**config.mk**
```make
export PLATFORM = sky130hd
export DESIGN_NAME = hdbus_port
export DESIGN_NICKNAME = d
export VERILOG_FILES = /design/src/hdl/hdbus_pkg.sv /design/src/hdl/hdbus_port.sv /design/src/hdl/hdbus_sync.sv /design/src/hdl/hdbus_strap.sv
export SDC_FILE = /design/constraint.sdc
export NUM_CORES = 1
export LEC_CHECK = 0
export ABC_AREA = 1
export BUFFER_PORTS_ARGS = -buffer_cell sky130_fd_sc_hd__buf_2
export CORE_MARGIN = 3
export CORE_UTILIZATION = 44
export DETAILED_ROUTE_END_ITERATION = 16
export GPL_TIMING_DRIVEN = 0
export PLACE_DENSITY = 0.74
export SETUP_SLACK_MARGIN = 0.3
export SYNTH_ARGS = -nofsm -noshare
export SYNTH_HDL_FRONTEND = slang
export SYNTH_SLANG_ARGS = --single-unit
```
**constraint.sdc**
```tcl
create_clock -name clk_in -period 0.95 [get_ports clk_in]
set_input_delay 0.0475 -clock clk_in [delete_from_list [all_inputs] [get_ports clk_in]]
set_output_delay 0.0475 -clock clk_in [all_outputs]
set_load 0.02 [all_outputs]
```
**src/hdl/hdbus_pkg.sv**
```systemverilog
// Purpose: Shared constants for the host data bus and strap pin block
// Assumes: One device clock; straps are static after power-up
// Notes: Clock select codes are high:low of the two top upper pins
package hdbus_pkg;
  localparam int HDBUS_DATA_W = 16;
  localparam int HDBUS_UPPER_W = 3;
  localparam int HDBUS_SYNC_STAGES = 2;
  localparam logic [1:0] HDBUS_CLK_10MHZ = 2'h0;
  localparam logic [1:0] HDBUS_CLK_20MHZ = 2'h1;
  localparam logic [1:0] HDBUS_CLK_12MHZ = 2'h2;
  localparam logic [1:0] HDBUS_CLK_16MHZ = 2'h3;
  localparam logic [HDBUS_DATA_W-1:0] HDBUS_DATA_RST = 16'h0000;
  localparam logic [1:0] HDBUS_CLK_SEL_RST = 2'h0;
  localparam logic [3:0] HDBUS_STRAP_SETTLE = 4'h4;
  typedef enum logic [2:0] {
    HDBUS_DIR_IDLE,
    HDBUS_DIR_HOST_READ,
    HDBUS_DIR_PROTO_INT,
    HDBUS_DIR_EXT_WRITE,
    HDBUS_DIR_INWARD
  } hdbus_dir_e;
endpackage

```
**src/hdl/hdbus_port.sv**
```systemverilog
// Purpose: Host data bus direction control and upper address pin roles
// Assumes: Access requests come from same-clock logic; strap pins are static
// Notes: Output enable is high while the device drives the data lines
// Contract
// - Sixteen-bit two-way data path for host register and memory access.
// - Transparent mode also carries protocol words to external memory up to 64K.
// - Data outputs stay undriven unless a drive condition holds.
// - Drive outward on host reads in buffered or transparent mode.
// - Transparent: drive outward on protocol internal access or external write.
// - Transparent: receive on host writes and protocol external reads.
// - Large memory: top upper pin is always address bit fifteen.
// - Large memory: next two pins always address bits fourteen and thirteen.
// - Small memory, strap high: top pin is address bit fifteen.
// - Small memory, strap high: bits fourteen and thirteen are address inputs.
// - Small memory, strap low: top two pins select clock, 10/20/12/16 MHz.
// - Small memory: memory supply pin acts as the upper address strap.
module hdbus_port import hdbus_pkg::*; #(
  parameter bit LARGE_MEM = 1'b1
) (
  input wire logic clk_in,
  input wire logic rst_in,
  input wire logic transparent_in,
  input wire logic host_read_in,
  input wire logic host_write_in,
  input wire logic proto_int_access_in,
  input wire logic proto_ext_write_in,
  input wire logic proto_ext_read_in,
  input wire logic [HDBUS_DATA_W-1:0] internal_rdata_in,
  input wire logic [HDBUS_DATA_W-1:0] proto_wdata_in,
  input wire logic [HDBUS_DATA_W-1:0] host_data_lines_in,
  output logic [HDBUS_DATA_W-1:0] host_data_lines_out,
  output logic host_data_lines_oe_out,
  output logic [HDBUS_DATA_W-1:0] inward_data_out,
  output logic inward_valid_out,
  output logic inward_from_ext_out,
  input wire logic address_bit_fifteen_in,
  input wire logic address_bit_fourteen_in,
  input wire logic address_bit_thirteen_in,
  input wire logic upper_address_strap_in,
  output logic [HDBUS_UPPER_W-1:0] upper_addr_out,
  output logic upper_addr_valid_out,
  output logic [1:0] clk_sel_out,
  output logic clk_sel_valid_out,
  output logic bit13_tie_fault_out,
  output logic [2:0] dir_state_out
);
  logic [HDBUS_DATA_W-1:0] data_sync;
  logic [2:0] upper_sync;
  logic strap_sync;
  logic strap_lvl;
  logic [1:0] clk_sel_cap;
  logic strap_done;
  hdbus_dir_e dir_d;
  hdbus_dir_e dir_q;
  logic [HDBUS_DATA_W-1:0] dout_d;
  logic [HDBUS_DATA_W-1:0] dout_q;
  logic oe_q;
  logic [HDBUS_DATA_W-1:0] inward_q;
  logic inward_valid_q;
  logic inward_ext_q;
  logic [HDBUS_UPPER_W-1:0] upper_q;
  logic upper_valid_q;
  logic [1:0] clk_sel_q;
  logic clk_sel_valid_q;
  logic tie_fault_q;

  // Pins are asynchronous to clk_in
  hdbus_sync #(.WIDTH(HDBUS_DATA_W)) u_data_sync (
    .clk_in(clk_in),
    .rst_in(rst_in),
    .async_in(host_data_lines_in),
    .sync_out(data_sync)
  );
  hdbus_sync #(.WIDTH(4)) u_pin_sync (
    .clk_in(clk_in),
    .rst_in(rst_in),
    .async_in({upper_address_strap_in, address_bit_fifteen_in,
               address_bit_fourteen_in, address_bit_thirteen_in}),
    .sync_out({strap_sync, upper_sync})
  );
  // Strap is taken once; later changes are ignored by design
  hdbus_strap u_strap (
    .clk_in(clk_in),
    .rst_in(rst_in),
    .strap_in(strap_sync),
    .clk_pins_in(upper_sync[2:1]),
    .strap_out(strap_lvl),
    .clk_sel_out(clk_sel_cap),
    .valid_out(strap_done)
  );

  // Shared by the drive decode and its checks so both agree on drive states
  function automatic logic dir_drives(input hdbus_dir_e dir);
    return (dir == HDBUS_DIR_HOST_READ) || (dir == HDBUS_DIR_PROTO_INT) || (dir == HDBUS_DIR_EXT_WRITE);
  endfunction

  // Direction decode, host read has priority over protocol traffic
  wire host_rd = host_read_in;
  wire proto_int = transparent_in && proto_int_access_in;
  wire ext_wr = transparent_in && proto_ext_write_in;
  wire inward = (host_write_in || (transparent_in && proto_ext_read_in));
  assign dir_d = host_rd ? HDBUS_DIR_HOST_READ :
                 proto_int ? HDBUS_DIR_PROTO_INT :
                 ext_wr ? HDBUS_DIR_EXT_WRITE :
                 inward ? HDBUS_DIR_INWARD : HDBUS_DIR_IDLE;
  assign dout_d = host_rd ? internal_rdata_in : proto_wdata_in;
  wire drive_d = dir_drives(dir_d);

  // Upper pin roles; small part with strap low feeds clock select
  wire addr_role = LARGE_MEM || strap_lvl;
  wire clk_role = !LARGE_MEM && !strap_lvl;

  always_ff @(posedge clk_in) begin
    if (rst_in) begin
      dir_q <= HDBUS_DIR_IDLE;
      dout_q <= HDBUS_DATA_RST;
      oe_q <= 1'b0;
    end else begin
      dir_q <= dir_d;
      dout_q <= drive_d ? dout_d : HDBUS_DATA_RST;
      oe_q <= drive_d;
    end
  end

  always_ff @(posedge clk_in) begin
    if (rst_in) begin
      inward_q <= HDBUS_DATA_RST;
      inward_valid_q <= 1'b0;
      inward_ext_q <= 1'b0;
    end else begin
      inward_valid_q <= (dir_d == HDBUS_DIR_INWARD);
      inward_ext_q <= (dir_d == HDBUS_DIR_INWARD) && !host_write_in;
      if (dir_d == HDBUS_DIR_INWARD) begin
        inward_q <= data_sync;
      end
    end
  end

  always_ff @(posedge clk_in) begin
    if (rst_in) begin
      upper_q <= '0;
      upper_valid_q <= 1'b0;
      clk_sel_q <= HDBUS_CLK_SEL_RST;
      clk_sel_valid_q <= 1'b0;
      tie_fault_q <= 1'b0;
    end else begin
      upper_valid_q <= strap_done && addr_role;
      upper_q <= (strap_done && addr_role) ? upper_sync : '0;
      clk_sel_valid_q <= strap_done && clk_role;
      clk_sel_q <= (strap_done && clk_role) ? clk_sel_cap : HDBUS_CLK_SEL_RST;
      tie_fault_q <= strap_done && clk_role && !upper_sync[0];
    end
  end

  assign host_data_lines_out = dout_q;
  assign host_data_lines_oe_out = oe_q;
  assign inward_data_out = inward_q;
  assign inward_valid_out = inward_valid_q;
  assign inward_from_ext_out = inward_ext_q;
  assign upper_addr_out = upper_q;
  assign upper_addr_valid_out = upper_valid_q;
  assign clk_sel_out = clk_sel_q;
  assign clk_sel_valid_out = clk_sel_valid_q;
  assign bit13_tie_fault_out = tie_fault_q;
  assign dir_state_out = dir_q;

  idle_undriven_a: assert property (@(posedge clk_in) disable iff (rst_in)
    (!host_read_in && !(transparent_in && (proto_int_access_in || proto_ext_write_in)))
    |=> !host_data_lines_oe_out) else $error("data lines driven while idle");
  host_read_drive_a: assert property (@(posedge clk_in) disable iff (rst_in)
    host_read_in |=> (host_data_lines_oe_out && host_data_lines_out == $past(internal_rdata_in)))
    else $error("host read not driven");
  proto_drive_a: assert property (@(posedge clk_in) disable iff (rst_in)
    (transparent_in && (proto_int_access_in || proto_ext_write_in)) |=> host_data_lines_oe_out)
    else $error("protocol access not driven");
  buffered_quiet_a: assert property (@(posedge clk_in) disable iff (rst_in)
    (!transparent_in && !host_read_in) |=> !host_data_lines_oe_out)
    else $error("buffered mode drove without host read");
  inward_take_a: assert property (@(posedge clk_in) disable iff (rst_in)
    (host_write_in && !host_read_in && !(transparent_in && (proto_int_access_in || proto_ext_write_in)))
    |=> (inward_valid_out && !host_data_lines_oe_out)) else $error("inward word not taken");
  addr_role_a: assert property (@(posedge clk_in) disable iff (rst_in)
    (LARGE_MEM && strap_done) |=> (upper_addr_valid_out && !clk_sel_valid_out))
    else $error("large part upper pins not address");
  strap_high_a: assert property (@(posedge clk_in) disable iff (rst_in)
    (strap_done && strap_lvl) |=> upper_addr_valid_out) else $error("strap high not address");
  clk_sel_a: assert property (@(posedge clk_in) disable iff (rst_in)
    (strap_done && clk_role) |=> (clk_sel_valid_out && clk_sel_out == $past(clk_sel_cap)
    && !upper_addr_valid_out)) else $error("clock select not presented");
  strap_stable_a: assert property (@(posedge clk_in) disable iff (rst_in)
    (strap_done && $past(strap_done)) |-> $stable(strap_lvl)) else $error("strap changed after capture");

  // Drive and release of the data lines
  released_zero_a: assert property (@(posedge clk_in) disable iff (rst_in)
    !host_data_lines_oe_out
    |-> (host_data_lines_out == HDBUS_DATA_RST))
    else $error("released lines carry stale data");
  oe_dir_match_a: assert property (@(posedge clk_in) disable iff (rst_in)
    1'b1
    |-> (host_data_lines_oe_out == dir_drives(dir_q)))
    else $error("enable disagrees with direction");
  inward_quiet_a: assert property (@(posedge clk_in) disable iff (rst_in)
    inward_valid_out
    |-> !host_data_lines_oe_out)
    else $error("driving while receiving");
  dir_idle_a: assert property (@(posedge clk_in) disable iff (rst_in)
    (!host_read_in && !host_write_in && !transparent_in)
    |=> (dir_state_out == HDBUS_DIR_IDLE))
    else $error("direction not idle");

  // Host reads in either mode
  host_read_dir_a: assert property (@(posedge clk_in) disable iff (rst_in)
    host_read_in
    |=> (dir_state_out == HDBUS_DIR_HOST_READ))
    else $error("host read direction missing");
  buffered_read_a: assert property (@(posedge clk_in) disable iff (rst_in)
    (!transparent_in && host_read_in)
    |=> (host_data_lines_oe_out && dir_state_out == HDBUS_DIR_HOST_READ))
    else $error("buffered host read not driven");

  // Protocol traffic, transparent mode only
  ext_wr_data_a: assert property (@(posedge clk_in) disable iff (rst_in)
    (transparent_in && proto_ext_write_in && !host_read_in && !proto_int_access_in)
    |=> (host_data_lines_oe_out && host_data_lines_out == $past(proto_wdata_in)))
    else $error("external write word wrong");
  proto_int_data_a: assert property (@(posedge clk_in) disable iff (rst_in)
    (transparent_in && proto_int_access_in && !host_read_in)
    |=> (dir_state_out == HDBUS_DIR_PROTO_INT && host_data_lines_out == $past(proto_wdata_in)))
    else $error("protocol internal word wrong");
  ext_wr_buffered_a: assert property (@(posedge clk_in) disable iff (rst_in)
    (!transparent_in && proto_ext_write_in && !host_read_in)
    |=> !host_data_lines_oe_out)
    else $error("buffered external write drove");
  proto_ignored_a: assert property (@(posedge clk_in) disable iff (rst_in)
    (!transparent_in && !host_read_in)
    |=> (dir_state_out == HDBUS_DIR_IDLE || dir_state_out == HDBUS_DIR_INWARD))
    else $error("protocol request taken in buffered mode");

  // Inward words
  ext_read_take_a: assert property (@(posedge clk_in) disable iff (rst_in)
    (transparent_in && proto_ext_read_in && !host_write_in && !host_read_in && !proto_int_access_in
    && !proto_ext_write_in) |=> (inward_valid_out && inward_from_ext_out && !host_data_lines_oe_out))
    else $error("external read word not taken");
  buffered_no_ext_a: assert property (@(posedge clk_in) disable iff (rst_in)
    (!transparent_in && !host_write_in)
    |=> !inward_valid_out)
    else $error("inward word without a source");
  inward_host_src_a: assert property (@(posedge clk_in) disable iff (rst_in)
    (host_write_in && dir_d == HDBUS_DIR_INWARD)
    |=> !inward_from_ext_out)
    else $error("host write marked as external");
  inward_word_a: assert property (@(posedge clk_in) disable iff (rst_in)
    (dir_d == HDBUS_DIR_INWARD)
    |=> (inward_data_out == $past(data_sync)))
    else $error("inward word not captured");
  inward_hold_a: assert property (@(posedge clk_in) disable iff (rst_in)
    (dir_d != HDBUS_DIR_INWARD)
    |=> $stable(inward_data_out))
    else $error("inward word moved without capture");

  // Upper pin roles
  large_top_bit_a: assert property (@(posedge clk_in) disable iff (rst_in)
    (LARGE_MEM && strap_done)
    |=> (upper_addr_out[2] == $past(upper_sync[2])))
    else $error("top pin not address");
  large_low_bits_a: assert property (@(posedge clk_in) disable iff (rst_in)
    (LARGE_MEM && strap_done)
    |=> (upper_addr_out[1:0] == $past(upper_sync[1:0])))
    else $error("lower upper pins not address");
  addr_idle_zero_a: assert property (@(posedge clk_in) disable iff (rst_in)
    !upper_addr_valid_out
    |-> (upper_addr_out == '0))
    else $error("address shown outside address role");
  addr_track_a: assert property (@(posedge clk_in) disable iff (rst_in)
    (strap_done && addr_role)
    |=> (upper_addr_out == $past(upper_sync)))
    else $error("address pins not tracked");
  strap_high_clk_a: assert property (@(posedge clk_in) disable iff (rst_in)
    (strap_done && strap_lvl)
    |=> !clk_sel_valid_out)
    else $error("clock select with strap high");
  clk_idle_code_a: assert property (@(posedge clk_in) disable iff (rst_in)
    !clk_sel_valid_out
    |-> (clk_sel_out == HDBUS_CLK_SEL_RST))
    else $error("clock code shown outside clock role");
  roles_apart_a: assert property (@(posedge clk_in) disable iff (rst_in)
    1'b1
    |-> !(upper_addr_valid_out && clk_sel_valid_out))
    else $error("both pin roles at once");
  no_role_early_a: assert property (@(posedge clk_in) disable iff (rst_in)
    !strap_done
    |=> (!upper_addr_valid_out && !clk_sel_valid_out))
    else $error("pin role before strap capture");

  // System ties and fixed straps
  tie_fault_a: assert property (@(posedge clk_in) disable iff (rst_in)
    (strap_done && clk_role && !upper_sync[0])
    |=> bit13_tie_fault_out)
    else $error("missing bit thirteen tie not flagged");
  tie_clear_a: assert property (@(posedge clk_in) disable iff (rst_in)
    (!strap_done || !clk_role || upper_sync[0])
    |=> !bit13_tie_fault_out)
    else $error("false bit thirteen tie fault");
  strap_held_a: assert property (@(posedge clk_in) disable iff (rst_in)
    strap_done
    |=> strap_done)
    else $error("strap capture lost");
  clk_code_held_a: assert property (@(posedge clk_in) disable iff (rst_in)
    (strap_done && $past(strap_done))
    |-> $stable(clk_sel_cap))
    else $error("clock code changed after capture");
endmodule

```
**src/hdl/hdbus_sync.sv**
```systemverilog
// Purpose: Two flip-flop synchroniser for pin inputs
// Assumes: Inputs are asynchronous to clk_in
// Notes: First stage feeds only the second stage
module hdbus_sync import hdbus_pkg::*; #(
  parameter int WIDTH = 1
) (
  input wire logic clk_in,
  input wire logic rst_in,
  input wire logic [WIDTH-1:0] async_in,
  output logic [WIDTH-1:0] sync_out
);
  logic [WIDTH-1:0] meta_q;
  logic [WIDTH-1:0] sync_q;
  always_ff @(posedge clk_in) begin
    if (rst_in) begin
      meta_q <= '0;
      sync_q <= '0;
    end else begin
      meta_q <= async_in;
      sync_q <= meta_q;
    end
  end
  assign sync_out = sync_q;
endmodule

```
**src/hdl/hdbus_strap.sv**
```systemverilog
// Purpose: Captures the upper address strap and clock select straps
// Assumes: Synchronised pins; straps fixed after power-up
// Notes: Capture happens once, after a short settle count following reset
module hdbus_strap import hdbus_pkg::*; (
  input wire logic clk_in,
  input wire logic rst_in,
  input wire logic strap_in,
  input wire logic [1:0] clk_pins_in,
  output logic strap_out,
  output logic [1:0] clk_sel_out,
  output logic valid_out
);
  logic [3:0] cnt_q;
  logic [3:0] cnt_d;
  logic done_q;
  logic strap_q;
  logic [1:0] clk_sel_q;
  wire settle_end = (cnt_q == HDBUS_STRAP_SETTLE);
  assign cnt_d = done_q ? cnt_q : cnt_q + 4'h1;
  // Levels latched after release, never under reset, since straps are pins
  always_ff @(posedge clk_in) begin
    if (rst_in) begin
      cnt_q <= 4'h0;
      done_q <= 1'b0;
      strap_q <= 1'b0;
      clk_sel_q <= HDBUS_CLK_SEL_RST;
    end else begin
      cnt_q <= cnt_d;
      if (settle_end && !done_q) begin
        done_q <= 1'b1;
        strap_q <= strap_in;
        clk_sel_q <= clk_pins_in;
      end
    end
  end
  assign strap_out = strap_q;
  assign clk_sel_out = clk_sel_q;
  assign valid_out = done_q;
endmodule

```
==> run_results.csv <==
group,metric,value,unit
setup_path,setup.worst_path.end_class,"flip-flop",
logic_synthesis,synthCells,357,
final_layout,antenna_cells,0,
global_routing,gr-total-overflow,0,
die,start_util,0.4557,
die,core_area,0.006386,mm2
global_routing,track_usage,0.2050,
logic_synthesis,synth_commonest_cells,"dfxtp_1 (85), nor2_1 (79), inv_1 (65)",
logic_synthesis,yosys.cell_count.top_type,"dfxtp_1",
logic_synthesis,synth_warnings,0,
global_routing,grt_pass1_vias,2647,
final_layout,nNetsFinal,593,
status,violations,"hold timing",
global_routing,grt_most_used_layer,"met2",
global_routing,grt_antenna_before_repair,0,
power,clock_power_share,0.339,
die,die-area,0.007627,mm2
cts,cts_made_buffers,9,
logic_synthesis,synth_ff_type,"dfxtp_1",
placement,dpl.hpwl,4.336,mm
setup_path,worstSetupPathType,"flip-flop to flip-flop",
timing,hold_violations,5,
final_layout,stdcell_area,0.004895,mm2
final_layout,final_cells,612,
power,power_switching,2.033,mW
cts,path_clk_slew,0.08,ns
cts,clock_sinks,85,
setup_path,max_stage_delay,0.39,ns
timing,fin_skew,0.006026,ns
placement,preCtsSetupSlack,-0.1033,ns
timing,slew_viol_final,0,
timing,whs,-0.07867,ns
setup_path,cp-start-kind,"flip-flop",
die,die_h,87.33,um
timing,fin_ws,0.01933,ns
logic_synthesis,yosys-top-cells-area,"dfxtp_1 (58%), nor2_1 (10%), inv_1 (8.4%), nand2_1 (7.2%), a21oi_1 (3.6%)",
cts,hold_buffers,52,
setup_path,cp.buffers_inverters,1,
setup_path,required,1.19,ns
route,routed_via_density,4.528,
logic_synthesis,synth_area_leader_cell,"dfxtp_1",
setup_path,worstPathMaxFanout,3,
final_layout,drive_gt1_frac,0.4449,
logic_synthesis,syn-mean-instance-area,8.152,um2
route,wire_per_inst,13.06,um
placement,dp.cells,535,
route,drtIter0Drc,81,
power,internal_power,5.958,mW
timing,finalSetupViolCount,0,
final_layout,area_growth,68.19,%
cts,insertion_delay,0.35,ns
power,p_leak,2.343,nW
global_routing,grt_pass1_wl,12.01,mm
power,netSwitchingFraction,0.2544,
power,combPwrFrac,0.174,
run,maxCapViolCount,0,
route,antenna_left,0,
placement,placed_cell_area,0.003571,mm2
route,post-route-drc-count,0,
timing,tns,0,ns
placement,gp_congestion,0.7293,
timing,period_share,0.9797,
route,vias,2771,
power,finalPower,7.991,mW
power,pwr-share-seq,0.487,
setup_path,path_delay_family,"flip-flops",
timing,fin_crit,0.9307,ns
global_routing,use_met3,0.05203,
global_routing,use_met1,0.2133,
logic_synthesis,async_reset_ff_frac,0,
die,die_w,87.33,um
cts,clock_path_buffers,2,
die,pin_count,106,
setup_path,critPathArrivalTime,1.17,ns
final_layout,post-route-util,0.7665,
power,ir_drop,1.491,mV
logic_synthesis,ys_ff_latch,85,
setup_path,path_cells,"inv_4, ha_4, o21ai_2, a21oi_2",
logic_synthesis,synthDistinctLibCells,20,
die,rows,29,
placement,io_buffer_count,98,
route,routed_wl,7.991,mm
cts,cts_max_level,3,
power,p_per_area,1633,mW/mm2
logic_synthesis,synth.yosys.seq_area_share,0.5847,
logic_synthesis,synth_top_area_share,0.5847,
final_layout,n_fill_cell,422,
final_layout,regArea,0.001763,mm2
cts,clockRootBuffer,"clkbuf_8",
cts,cts_tree,"yes",
final_layout,multi_input_area,0.001007,mm2
logic_synthesis,syn_area,0.002910,mm2
global_routing,met2_usage,0.3795,
timing,grt_setup_unrepaired,"true",
route,drtPass1Iterations,4,
timing,clock.fmax,1074,MHz
status,status,"finished, violations left",
setup_path,slowest_stage,"dfxtp_4",
logic_synthesis,synth_edf_count,0,
global_routing,grt_max_degree,15,
hold_path,hold_path.class,"input pin to flip-flop",
cell type report:
| cell class | count | area share |
|---|---|---|
| Tap cell | 77 | 0.01968 |
| Clock inverter | 6 | 0.01815 |
| Inverter | 66 | 0.05419 |
| Clock buffer | 9 | 0.02531 |
| Sequential cell | 85 | 0.3602 |
| Multi-Input combinational cell | 191 | 0.2058 |
| Buffer | 18 | 0.03042 |
| Timing Repair Buffer | 160 | 0.2863 |
final timing paths:
kind         slack (ns)                 endpoint                   from  cells after the start
max                0.02         u_strap.cnt_q[1]       u_strap.cnt_q[0]                      4
min               -0.08      inward_from_ext_out          host_write_in                      2
max reg2reg        0.02         u_strap.cnt_q[1]       u_strap.cnt_q[0]                      4
min reg2reg        0.40  u_data_sync.sync_out[0]  u_data_sync.meta_q[0]                      2
layer usage:
layer	vias up	part of all wire
met5	-	0
met3	30	0.078
met1	1223	0.37
li1	1384	-
met2	134	0.52
met4	0	0.030
power by group through the flow:
stage                     logic (mW)  clock network, mW  registers (mW)
after floorplan                0.467                  0            4.03
after global placement         0.886                  0            3.90
after detailed placement       0.906                  0            3.91
after CTS                       1.24               2.76            3.87
after global routing            1.51               2.92            3.91
final                           1.39               2.71            3.89
sequential cells by signal, summed over array words and instances, names as in the netlist, 3 cells and up:
register              flops
upper_addr_out            3
u_data_sync.sync_out     16
dir_state_out             3
inward_data_out          16
host_data_lines_out      16
u_pin_sync.meta_q         3
u_strap.cnt_q             4
u_pin_sync.sync_out       3
u_data_sync.meta_q       16
cells by family (layout without fill, tap and decap cells):
kind of cell	Yosys count	after routing	synth area share
and+or+nand+nor	160	160	0.2270
DFF	85	85	0.5847
buffers and inverters	84	259	0.1337
AOI/OAI and AO/OA	25	25	0.04471
adders and majority gates	2	2	0.008597
other	1	4	0.001289
worst register-to-register path: cells and delay by family (launching register included):
family	cells	cell delay (ns)
AOI/OAI and AO/OA	2	0.16
adders and majority gates	1	0.23
DFF	1	0.39
buffers and inverters	1	0.05
layout by cell type (no fill, tap or decap), drive strengths merged:
cell,count
o21ai,2
nor2,81
ha,2
a21o,1
nor3,2
nand3,18
inv,65
clkbuf,13
dlygate4sd3,48
a21oi,21
o31ai,1
dlymetal6s4s,4
dfxtp,85
bufinv,2
nand2,59
conb,4
buf,122
clkinv,3
clkinvlp,2
timing repair:
item,4_1_cts,5_1_grt
hold endpoints to repair,37,4
gates cloned,0,1
pin swaps,11,43
endpoints found under the setup margin,63,75
setup buffers,4,5
resized for setup,131,49
No activity file was read; power rests on OpenSTA's default activity.
